<file path="src/guard_pkg.sv">
// package: addresses, codes and carrier types of the counter/password guard
`default_nettype none
package guard_pkg;
	// ************************************************
	// register addresses
	// ************************************************
	localparam logic [9:0] mission_cnt_addr = 10'h220; // three bytes, lsb low
	localparam logic [9:0] lifetime_cnt_addr = 10'h223; // three bytes, lsb low
	localparam logic [9:0] variant_addr = 10'h226; // identification byte
	localparam logic [9:0] pw_enable_addr = 10'h227; // enable byte
	localparam logic [9:0] read_pw_addr = 10'h228; // eight bytes
	localparam logic [9:0] full_pw_addr = 10'h230; // eight bytes
	localparam logic [9:0] pw_page_end = 10'h237; // last password byte
	// ************************************************
	// codes and values
	// ************************************************
	localparam logic [7:0] pw_on_code = 8'haa; // checking enabled
	localparam logic [7:0] clear_param = 8'h01; // memory clear parameter
	localparam logic [7:0] variant_default = 8'h5a; // arbitrary value
	localparam logic [23:0] count_max = 24'hffffff; // counter ceiling
	localparam logic [23:0] count_zero = 24'h000000;
	localparam logic [63:0] pw_zero = 64'h0;
	localparam logic [7:0] byte_zero = 8'h00;
	localparam logic [5:0] pw_last_bit = 6'h3f; // bit 63 of a password
	localparam logic [5:0] bit_zero = 6'h00;
	// ************************************************
	// command kinds
	// ************************************************
	typedef enum logic [2:0] {
		read_memory_cmd = 3'h0,
		copy_scratchpad_cmd = 3'h1,
		memory_clear_cmd = 3'h2,
		start_mission_cmd = 3'h3,
		stop_mission_cmd = 3'h4,
		forced_conversion_cmd = 3'h5,
		scratchpad_cmd = 3'h6
	} cmd_t;
	// command request from the protocol layer
	typedef struct packed {
		logic valid; // one-cycle start of a command
		cmd_t kind; // command decoded from the code byte
		logic [7:0] param; // parameter byte (memory clear)
	} cmd_req_t;
	// one byte copied from the scratchpad to a register location
	typedef struct packed {
		logic valid; // one-cycle strobe
		logic [9:0] addr;
		logic [7:0] data;
	} copy_byte_t;
endpackage : guard_pkg
`default_nettype wire

</file>
<file path="src/logger_guard.sv">
// counters, identification byte and two-level password guard
// How it works
// (RULE_01) mission count, 24 bits, counts measure wakes
// (RULE_02) memory clear zeroes the mission count
// (RULE_03) mission count read at 0220h, lsb first
// (RULE_04) lifetime count counts measure and alarm-test wakes
// (RULE_05) lifetime count 24 bits at 0223h, saturates
// (RULE_06) fixed identification byte at 0226h
// (RULE_07) scratchpad and forced conversion pass unchecked
// (RULE_08) password follows the command code byte
// (RULE_09) checking on only when enable byte is aah
// (RULE_10) with checking on, changes need full password
// (RULE_11) enable byte read-only during a mission
// (RULE_12) read password arrives bit 0 first
// (RULE_13) read memory granted if off or matched
// (RULE_14) full password arrives bit 0 first
// (RULE_15) guarded commands run if off or matched
// (RULE_16) password bytes read back as zero
// (RULE_17) no password change during a mission
// (RULE_18) passwords written through scratchpad copy path
// (RULE_19) host writes enable and passwords together
// (RULE_20) host verifies scratchpad before the copy
// (RULE_21) host overwrites scratchpad after the copy
// (RULE_22) passwords at 0228h and 0230h, bit 0 low
// (RULE_23) mission flag high while mission runs
// (RULE_24) memory clear needs parameter byte 01h
// (RULE_25) alarm-start mode tests until alarm then logs
// (RULE_26) mismatch aborts with no state change
`default_nettype none
module logger_guard
	import guard_pkg::*;
(
	// clock and reset
	input wire logic clk,
	input wire logic rst_n,
	// command and password bit stream
	input wire cmd_req_t cmd_req,
	input wire logic pw_bit_valid,
	input wire logic pw_bit,
	// scratchpad copy into the register page
	input wire copy_byte_t copy_byte,
	// timebase wake events and mode
	input wire logic wake_measure,
	input wire logic wake_alarm_test,
	input wire logic alarm_seen,
	input wire logic alarm_start_mode,
	// register read port
	input wire logic [9:0] rd_addr,
	output logic [7:0] rd_data,
	// verdicts and state
	output logic cmd_grant,
	output logic cmd_deny,
	output logic mission_running_flag
);
	// ************************************************
	// state
	// ************************************************
	typedef enum logic [2:0] {
		st_idle = 3'b001, // waiting for a command
		st_pw = 3'b010, // shifting in the password
		st_done = 3'b100 // verdict issued
	} st_t;
	st_t st_r, st_nxt;
	cmd_t kind_r, kind_nxt; // command under check
	logic [7:0] param_r, param_nxt;
	logic [63:0] rx_pw_r, rx_pw_nxt; // received password
	logic [5:0] bit_r, bit_nxt; // received bit count
	logic [23:0] mission_cnt_r, mission_cnt_nxt;
	logic [23:0] lifetime_cnt_r, lifetime_cnt_nxt;
	logic [7:0] pw_enable_byte_r, pw_enable_byte_nxt;
	logic [63:0] read_pw_r, read_pw_nxt;
	logic [63:0] full_pw_r, full_pw_nxt;
	logic mission_r, mission_nxt;
	logic waiting_alarm_r, waiting_alarm_nxt; // alarm-start wait
	logic grant_r, grant_nxt, deny_r, deny_nxt;
	logic [7:0] rd_r, rd_nxt;
	logic copy_armed_r, copy_armed_nxt; // copy was granted
	logic checking; // enable byte is aah
	logic [63:0] full_rx; // final received word
	logic pass_ok; // password check result
	logic [2:0] lane; // byte lane within a password
	// ************************************************
	// guard decision
	// ************************************************
	// (RULE_09) checking only on exact code
	assign checking = (pw_enable_byte_r == pw_on_code);
	// (RULE_12) bit 0 first: shift in from the top
	assign full_rx = {pw_bit, rx_pw_r[63:1]};
	// (RULE_13) read memory accepts either password
	always_comb begin
		pass_ok = 1'b0;
		if (!checking)
			pass_ok = 1'b1;
		else if (kind_r == read_memory_cmd)
			pass_ok = (full_rx == read_pw_r) || (full_rx == full_pw_r);
		else
			// (RULE_15) full password for other guards
			pass_ok = (full_rx == full_pw_r);
	end
	assign lane = copy_byte.addr[2:0];
	// ************************************************
	// next state of guard, counters and registers
	// ************************************************
	always_comb begin
		st_nxt = st_r;
		kind_nxt = kind_r;
		param_nxt = param_r;
		rx_pw_nxt = rx_pw_r;
		bit_nxt = bit_r;
		mission_cnt_nxt = mission_cnt_r;
		lifetime_cnt_nxt = lifetime_cnt_r;
		pw_enable_byte_nxt = pw_enable_byte_r;
		read_pw_nxt = read_pw_r;
		full_pw_nxt = full_pw_r;
		mission_nxt = mission_r;
		waiting_alarm_nxt = waiting_alarm_r;
		grant_nxt = 1'b0;
		deny_nxt = 1'b0;
		copy_armed_nxt = copy_armed_r;
		// (RULE_25) alarm ends the wait, logging begins
		// cleared first so a start granted this cycle sets it again
		if (mission_r && waiting_alarm_r && alarm_seen)
			waiting_alarm_nxt = 1'b0;
		case (st_r)
			st_idle: begin
				if (cmd_req.valid) begin
					kind_nxt = cmd_req.kind;
					param_nxt = cmd_req.param;
					bit_nxt = bit_zero;
					// (RULE_07) unguarded commands granted at once
					if (cmd_req.kind == scratchpad_cmd ||
						cmd_req.kind == forced_conversion_cmd) begin
						grant_nxt = 1'b1;
						// a scratchpad or forced conversion command ends any armed copy
						copy_armed_nxt = 1'b0;
					end else begin
						// (RULE_08) password follows the code byte
						st_nxt = st_pw;
					end
				end
			end
			st_pw: begin
				if (pw_bit_valid) begin
					rx_pw_nxt = full_rx;
					bit_nxt = bit_r + 6'h01;
					// (RULE_14) verdict after bit 63
					if (bit_r == pw_last_bit) begin
						st_nxt = st_done;
						if (pass_ok) begin
							grant_nxt = 1'b1;
							case (kind_r)
								copy_scratchpad_cmd: copy_armed_nxt = 1'b1;
								memory_clear_cmd: begin
									// (RULE_24) clear only with 01h
									// (RULE_02) zero the mission count
									if (param_r == clear_param && !mission_r)
										mission_cnt_nxt = count_zero;
								end
								start_mission_cmd: begin
									// (RULE_23) flag rises on start
									mission_nxt = 1'b1;
									waiting_alarm_nxt = alarm_start_mode;
								end
								stop_mission_cmd: mission_nxt = 1'b0;
								default: ;
							endcase
						end else begin
							// (RULE_26) abort, nothing changes
							deny_nxt = 1'b1;
						end
					end
				end
			end
			st_done: begin
				st_nxt = st_idle;
				rx_pw_nxt = pw_zero; // do not keep the secret
			end
			default: st_nxt = st_idle;
		endcase
		// (RULE_01) count wakes that measure for the mission
		if (mission_r && (wake_measure ||
			(waiting_alarm_r && wake_alarm_test)))
			mission_cnt_nxt = mission_cnt_r + 24'h000001;
		// (RULE_04) lifetime counts both wake kinds
		// (RULE_05) hold at the ceiling
		if (mission_r && (wake_measure || wake_alarm_test) &&
			lifetime_cnt_r != count_max)
			lifetime_cnt_nxt = lifetime_cnt_r + 24'h000001;
		// (RULE_18) copied bytes land in the password page
		// (RULE_17) no change during a mission
		// (RULE_10) copy was granted, so full password matched or checking off
		if (copy_byte.valid && copy_armed_r && !mission_r) begin
			// (RULE_11) enable byte frozen in a mission
			if (copy_byte.addr == pw_enable_addr)
				pw_enable_byte_nxt = copy_byte.data;
			// (RULE_22) bit 0 of a password in lowest byte
			else if (copy_byte.addr >= read_pw_addr &&
				copy_byte.addr < full_pw_addr)
				read_pw_nxt[lane*8 +: 8] = copy_byte.data;
			else if (copy_byte.addr >= full_pw_addr &&
				copy_byte.addr <= pw_page_end)
				full_pw_nxt[lane*8 +: 8] = copy_byte.data;
		end
	end
	// ************************************************
	// read port
	// ************************************************
	// (RULE_03) byte lanes lsb at the lowest address
	always_comb begin
		rd_nxt = byte_zero;
		case (rd_addr)
			mission_cnt_addr: rd_nxt = mission_cnt_r[7:0];
			mission_cnt_addr + 10'h1: rd_nxt = mission_cnt_r[15:8];
			mission_cnt_addr + 10'h2: rd_nxt = mission_cnt_r[23:16];
			lifetime_cnt_addr: rd_nxt = lifetime_cnt_r[7:0];
			lifetime_cnt_addr + 10'h1: rd_nxt = lifetime_cnt_r[15:8];
			lifetime_cnt_addr + 10'h2: rd_nxt = lifetime_cnt_r[23:16];
			// (RULE_06) fixed variant code
			variant_addr: rd_nxt = variant_default;
			pw_enable_addr: rd_nxt = pw_enable_byte_r;
			// (RULE_16) passwords read as zero by default
			default: rd_nxt = byte_zero;
		endcase
	end
	// ************************************************
	// registers
	// ************************************************
	always_ff @(posedge clk) begin
		if (!rst_n) begin
			st_r <= st_idle;
			kind_r <= read_memory_cmd;
			param_r <= byte_zero;
			rx_pw_r <= pw_zero;
			bit_r <= bit_zero;
			mission_cnt_r <= count_zero;
			lifetime_cnt_r <= count_zero;
			pw_enable_byte_r <= byte_zero;
			read_pw_r <= pw_zero;
			full_pw_r <= pw_zero;
			mission_r <= 1'b0;
			waiting_alarm_r <= 1'b0;
			grant_r <= 1'b0;
			deny_r <= 1'b0;
			rd_r <= byte_zero;
			copy_armed_r <= 1'b0;
		end else begin
			st_r <= st_nxt;
			kind_r <= kind_nxt;
			param_r <= param_nxt;
			rx_pw_r <= rx_pw_nxt;
			bit_r <= bit_nxt;
			mission_cnt_r <= mission_cnt_nxt;
			lifetime_cnt_r <= lifetime_cnt_nxt;
			pw_enable_byte_r <= pw_enable_byte_nxt;
			read_pw_r <= read_pw_nxt;
			full_pw_r <= full_pw_nxt;
			mission_r <= mission_nxt;
			waiting_alarm_r <= waiting_alarm_nxt;
			grant_r <= grant_nxt;
			deny_r <= deny_nxt;
			rd_r <= rd_nxt;
			copy_armed_r <= copy_armed_nxt;
		end
	end
	assign rd_data = rd_r;
	assign cmd_grant = grant_r;
	assign cmd_deny = deny_r;
	assign mission_running_flag = mission_r;
endmodule : logger_guard
`default_nettype wire
</file>
<file path="config.mk">
export PLATFORM = sky130hd
export DESIGN_NAME = logger_guard
export DESIGN_NICKNAME = d
export VERILOG_FILES = /design/src/guard_pkg.sv /design/src/logger_guard.sv
export SDC_FILE = /design/constraint.sdc
export NUM_CORES = 1
export LEC_CHECK = 0
export CAP_MARGIN = 20
export CORE_AREA = 2 2 153 155
export DETAILED_ROUTE_END_ITERATION = 10
export DIE_AREA = 0 0 155 157
export DONT_BUFFER_PORTS = 1
export PLACE_DENSITY = 0.76
export SLEW_MARGIN = 20
export SYNTH_ARGS = -nofsm -noshare
export SYNTH_HDL_FRONTEND = slang
export SYNTH_SLANG_ARGS = --single-unit
</file>
<file path="constraint.sdc">
create_clock -name clk -period 2.31 [get_ports clk]
set_input_delay 0.231 -clock clk [delete_from_list [all_inputs] [get_ports clk]]
set_output_delay 0.231 -clock clk [all_outputs]
set_load 0.005 [all_outputs]
</file>
Word-level counts from Yosys, hierarchy flattened
Index checks and enable logic that the tools add are counted.
{"block": "word_totals", "output_inout_bits": 11, "latchBits": 0, "inputBits": 49, "reg_bits": 281, "mem_count": 0, "word_cells": 139, "mem_bits_ro": 0, "ramBits": 0}
{"block": "op_classes", "n_mul": 0, "n_addsub": 4, "eq_ne": 31, "muxes": 43, "n_lt_le_gt_ge": 4, "reduce_logical": 37, "div_mod_pow": 0, "n_bitwise": 2, "shift": 2}
{"operator": "24-bit 2-to-1 mux", "count": 7}
{"operator": "64-bit bitwise mux", "count": 2}
{"operator": "64-bit == test", "count": 2}
{"operator": "64-bit one-hot mux with 2 select lines", "count": 1}
{"operator": "10-bit == test, second input constant", "count": 9}
{"operator": "64-bit 2-to-1 mux", "count": 1}
{"operator": "8-bit one-hot mux with 8 select lines", "count": 1}
{"operator": "8-bit by 34-bit variable shift with 64-bit output, first input constant", "count": 1}
{"operator": "8-bit by 34-bit indexed part select with 64-bit output", "count": 1}
{"operator": "24-bit by 1-bit adder with 24-bit output, second input constant", "count": 2}
{"operator": "6-bit negator with 34-bit output", "count": 1}
{"operator": "24-bit inequality test, second input constant", "count": 1}
{"operator": "10-bit >= comparator, second input constant", "count": 2}
{"operator": "1-bit 2-to-1 mux", "count": 20}
{"operator": "2-bit nonzero test", "count": 9}
{"operator": "3-bit == test, second input constant", "count": 4}
{"operator": "3-bit 2-to-1 mux", "count": 4}
{"operator": "6-bit 2-to-1 mux", "count": 2}
{"operator": "2-bit inequality test, second input constant", "count": 6}
{"operator": "6-bit one-hot mux with 2 select lines", "count": 1}
{"operator": "4-bit AND reduction", "count": 3}
{"operator": "1-bit logical AND", "count": 11}
{"operator": "10-bit <= comparator, second input constant", "count": 1}
{"operator": "10-bit < comparator, second input constant", "count": 1}
{"operator": "other kinds (18)", "count": 30}

Longest topological paths before layout
{"block": "depth", "depth_word": 9, "ltp_mapped": 11, "depth_no_buf": 9}

Least setup slack after synthesis
No wires, ideal clock.
{"block": "synth_timing", "path_type": "register -> register", "start": "register mission_r, in the netlist mission_running_flag", "end": "register full_pw_r[49]", "setup_ns": 0.116, "arrival_ns": 2.231, "setup_slack_ns": -0.038, "n_path_buf": 3, "path_stages_with_launch": 11, "synth_period_minus_slack_ns": 2.348, "required_ns": 2.194, "path_cell_list": "dfxtp_1 > nor4bb_1 > nand4_1 > or3b_1 > buf_2 > or3_4 > buf_6 > or2_1 > buf_2 > nand2_1 > a21boi_1"}
{"block": "synth_via", "elab_chain_len": 3}
{"item": "from (decl)", "line": "logger_guard.sv:73", "source": "logic mission_r, mission_nxt;"}
{"item": "from (signal assigned)", "line": "logger_guard.sv:257", "source": "mission_r <= mission_nxt;"}
{"item": "1-bit zero test", "line": "logger_guard.sv:192", "source": "if (copy_byte.valid && copy_armed_r && !mission_r) begin"}
{"item": "1-bit logical AND", "line": "logger_guard.sv:192"}
{"item": "4-bit AND reduction (no line)"}
{"item": "to (signal assigned)", "line": "logger_guard.sv:239", "source": "full_pw_r <= pw_zero;"}
{"item": "to (signal assigned)", "line": "logger_guard.sv:256", "source": "full_pw_r <= full_pw_nxt;"}
{"item": "to (decl)", "line": "logger_guard.sv:72", "source": "logic [63:0] full_pw_r, full_pw_nxt;"}
Every way passes these cells.
A chain may end at the register's enable or synchronous reset.

Final worst setup path
{"block": "layout_timing", "start": "register rx_pw_r[20]", "end": "register mission_cnt_r[16]"}
{"block": "layout_via", "elab_chain_len": 6, "word_cells_on_any_way": 7, "cone_classes": "eq/ne: 2; mux: 2; reduce/logical: 3"}
{"item": "from (decl)", "line": "logger_guard.sv:66", "source": "logic [63:0] rx_pw_r, rx_pw_nxt;"}
{"item": "from (signal assigned)", "line": "logger_guard.sv:233", "source": "rx_pw_r <= pw_zero;"}
{"item": "from (signal assigned)", "line": "logger_guard.sv:250", "source": "rx_pw_r <= rx_pw_nxt;"}
{"item": "64-bit == test, on equally long branches", "line": "logger_guard.sv:95, logger_guard.sv:98"}
{"item": "1-bit logical OR", "line": "logger_guard.sv:95", "source": "pass_ok = (full_rx == read_pw_r) || (full_rx == full_pw_r);"}
{"item": "1-bit 2-to-1 mux *", "line": "logger_guard.sv:94", "source": "else if (kind_r == read_memory_cmd)"}
{"item": "1-bit 2-to-1 mux *", "line": "logger_guard.sv:92", "source": "if (!checking)"}
{"item": "2-bit nonzero test (no line) *"}
{"item": "6-bit AND reduction (no line) *"}
{"item": "to (signal assigned)", "line": "logger_guard.sv:235", "source": "mission_cnt_r <= count_zero;"}
{"item": "to (signal assigned)", "line": "logger_guard.sv:252", "source": "mission_cnt_r <= mission_cnt_nxt;"}
{"item": "to (decl)", "line": "logger_guard.sv:68", "source": "logic [23:0] mission_cnt_r, mission_cnt_nxt;"}
Every way passes the cells marked *; elsewhere a longest branch is shown, timed or not.

==> results.toml <==
[synth]
ys_warn_count = 0
synth_area_leaders = "dfxtp_1 (43%), nand2_1 (11%), xor2_1 (9.5%), a21boi_0 (6.6%), a21oi_1 (2.8%)"
synth_top_cell_area_share_pct = 43.09
ys_seq_area_share_pct = 43.09
synth_ff_type = "dfxtp_1"
synth_area_um2 = 13010
syn-num-nets = 1625
ys_types = 57
ys_seq_elements = 280
synth_edf_count = 0
synth_common_cells = "nand2_1 (388), dfxtp_1 (280), xor2_1 (141)"
synth.avg_cell_area_um2 = 8.286
synthCells = 1570
ys_async_sr_fraction_pct = 0
synth_most_common_cell = "nand2_1"
yosysTopAreaCell = "dfxtp_1"

[job]
drv_cap = 0

[hold_path]
worstHoldEndpoint = "lifetime_cnt_r[9]"
min_from = "rst_n"
worstHoldPathType = "in2reg"
hold_depth = 1

[cts]
root_buffer = "clkbuf_16"
clock_latency_ps = 550
cts_tree = "yes"
path_clk_slew_ps = 60
cts_buffers = 29
cts.path.max_buffers = 3
clock-sinks = 280
cts_max_level = 1

[worst_setup_path]
critPathArrivalTime_ps = 2910
r2r_slack_ps = -180
worst-path-max-fanout = 6
cp-start-kind = "register"
r2r_end = "mission_cnt_r[16]"
worstSetupEndpointType = "register"
critical_path_class = "reg2reg"
worstRegToRegCells = 9
r2r-start = "rx_pw_r[20]"
crit_required_ps = 2730

[route]
vias = 12190
firstDrtPassIters = 7
drc = 0
ant_nets = 0
post_drt_wl_per_cell_um = 20.50
viasPerCell = 6.083
drt_iter0_drc = 1654
routed_wl_um = 41090

[timing]
hold_violations = 127
rsz0062_at_grt = "true"
fin_ws_ps = -177.6
slew_viol_final = 0
finalSetupViolCount = 41
fin_crit_ps = 2488
period_share_pct = 107.7
tightest_slew_ps = 891.9
max_freq_ghz = 0.4020
relSlewSlack_pct = 40.34
worst_hold_slack_ps = -182.3
clock_skew_ps = 14.72

[floorplan]
dieArea_um2 = 24340
dieHeight_um = 157
fp.coreArea_um2 = 22500
num_rows = 55
die_w_um = 155
ioPinCount = 60
start_util_pct = 57.81

[power_and_ir_drop]
ir_drop_mv = 0.7100
power.total_mw = 9.871
p_leak_nw = 6.357
power.density_nw_per_um2 = 617.2

[placement]
place.gp.congestion = 0.9726
dpl.cell_count = 1900
hpwl_um = 26400
port_buffers = 0

[global_route]
grtUsageTotal_pct = 32.40
grt_pass1_wl_um = 61960
grt_pass1_vias = 11120
grt_remaining_overflow = 0
antenna_found_initial = 3
grt_max_degree = 193

[cells_and_area]
fin_cells = 2004
area.growth.synth_to_final_pct = 22.94
drive_gt1_share_pct = 16.02
nNetsFinal = 1754

[outcome]
status = "complete, but fails checks"
violations = "negative hold slack, negative setup slack"
report_power, final:
part / switching, mW / internal (mW)
registers: 0.0184 / 4.85
logic: 0.246 / 0.190
clock network: 1.90 / 2.67
cell type report:
cell class / count / area, um2
diodes: 2 / 5.005
clock buffers: 41 / 820.8
clock inverters: 8 / 92.59
fillers: 1686 / 6510
inverters: 28 / 105.1
multi-input cells: 1183 / 7402
flip-flops and latches: 280 / 5623
well taps: 285 / 356.6
repair buffers: 177 / 1588
layout by cell type (no fill, tap or decap), types with 15 or more instances in the layout:
master,netlist,routed
nand2_1,388,382
dfxtp_1,280,266
xor2_1,141,139
buf_4,0,119
a21boi_0,115,78
a21oi_1,74,74
nand3_1,51,51
dlygate4sd3_1,0,42
nor2_1,51,41
a21boi_1,10,41
clkbuf_16,0,32
nor2b_1,32,31
inv_1,28,28
mux2i_1,26,26
nand4_1,24,24
nor4_1,35,21
and2_1,20,20
and3_1,20,19
nand2b_1,18,17
nor3_1,19,17
o21ai_0,21,15
logic make-up (layout without fill, tap and decap cells):
family	Yosys count	count (layout)	synth area share [%]
AOI/OAI and AO/OA	296	296	15.59
xor gates and xnor gates	152	152	10.23
adders and majority gates	6	6	0.5771
buffers and inverters	107	254	3.193
DFF	280	280	43.09
muxes	26	26	2.001
other	0	2	0
and+or+nand+nor	703	703	25.31
registers in the layout (all words and copies together) (netlist names):
register,count
cmd_deny,1
copy_armed_r,1
bit_r,6
mission_cnt_r,24
cmd_grant,1
rx_pw_r,63
st_r,3
rd_data,8
full_pw_r,64
waiting_alarm_r,1
kind_r,3
lifetime_cnt_r,24
mission_running_flag,1
param_r,8
read_pw_r,64
pw_enable_byte_r,8
routing by layer:
layer  track usage, %  share of wire [%]  up-vias  wire length, um
met5                0              0.073        -               30
met4            9.788                3.4        4             1404
met3            5.782                 11      134             4482
met2            51.98                 45      694            18470
met1            44.73                 41     5745            16710
li1                 -                  -     5613                -
worst max path at each step:
| stage | from | endpoint | slack (ps) | cells past startpoint |
|---|---|---|---|---|
| after detailed placement | rx_pw_r[52] | mission_cnt_r[8] | -240 | 8 |
| after floorplan | mission_running_flag | full_pw_r[49] | 8 | 10 |
| after CTS | mission_running_flag | full_pw_r[46] | -30 | 9 |
| final | rx_pw_r[20] | mission_cnt_r[16] | -180 | 9 |
| after global placement | rx_pw_r[58] | mission_cnt_r[8] | -210 | 8 |
| after global routing | rx_pw_r[20] | mission_cnt_r[12] | -170 | 9 |
metrics by stage:
step | instance area (um2) | setup slack, ps | utilization, % | setup TNS [ps]
4_1_cts | 15510 | -27.63 | 68.91 | -132.5
5_1_grt | 15990 | -165.1 | 71.05 | -6208
6_report | 15990 | -177.6 | 71.07 | -4353
3_3_place_gp | 14060 | -213.2 | 62.49 | -4076
2_1_floorplan | 13010 | 8.139 | - | 0
3_5_place_dp | 14060 | -239.2 | 62.49 | -5977
critical path: stages (launching register included):
cell and delay [ps]:
dfxtp_1 330, xor2_1 250, nor4_1 410, nand4_1 280
nor4_4 350, a211oi_4 120, o31ai_4 200, buf_6 190
clkbuf_16 170, o31ai_2 60
timing repair:
action	4_1_cts	5_1_grt
setup buffers	3	4
resized for setup	36	112
pin swaps	13	62
hold endpoints to repair	190	162
endpoints found under the setup margin	76	123
hold buffers	39	3
gates cloned	0	4
Note: power is estimated with default switching activity, not from simulation.
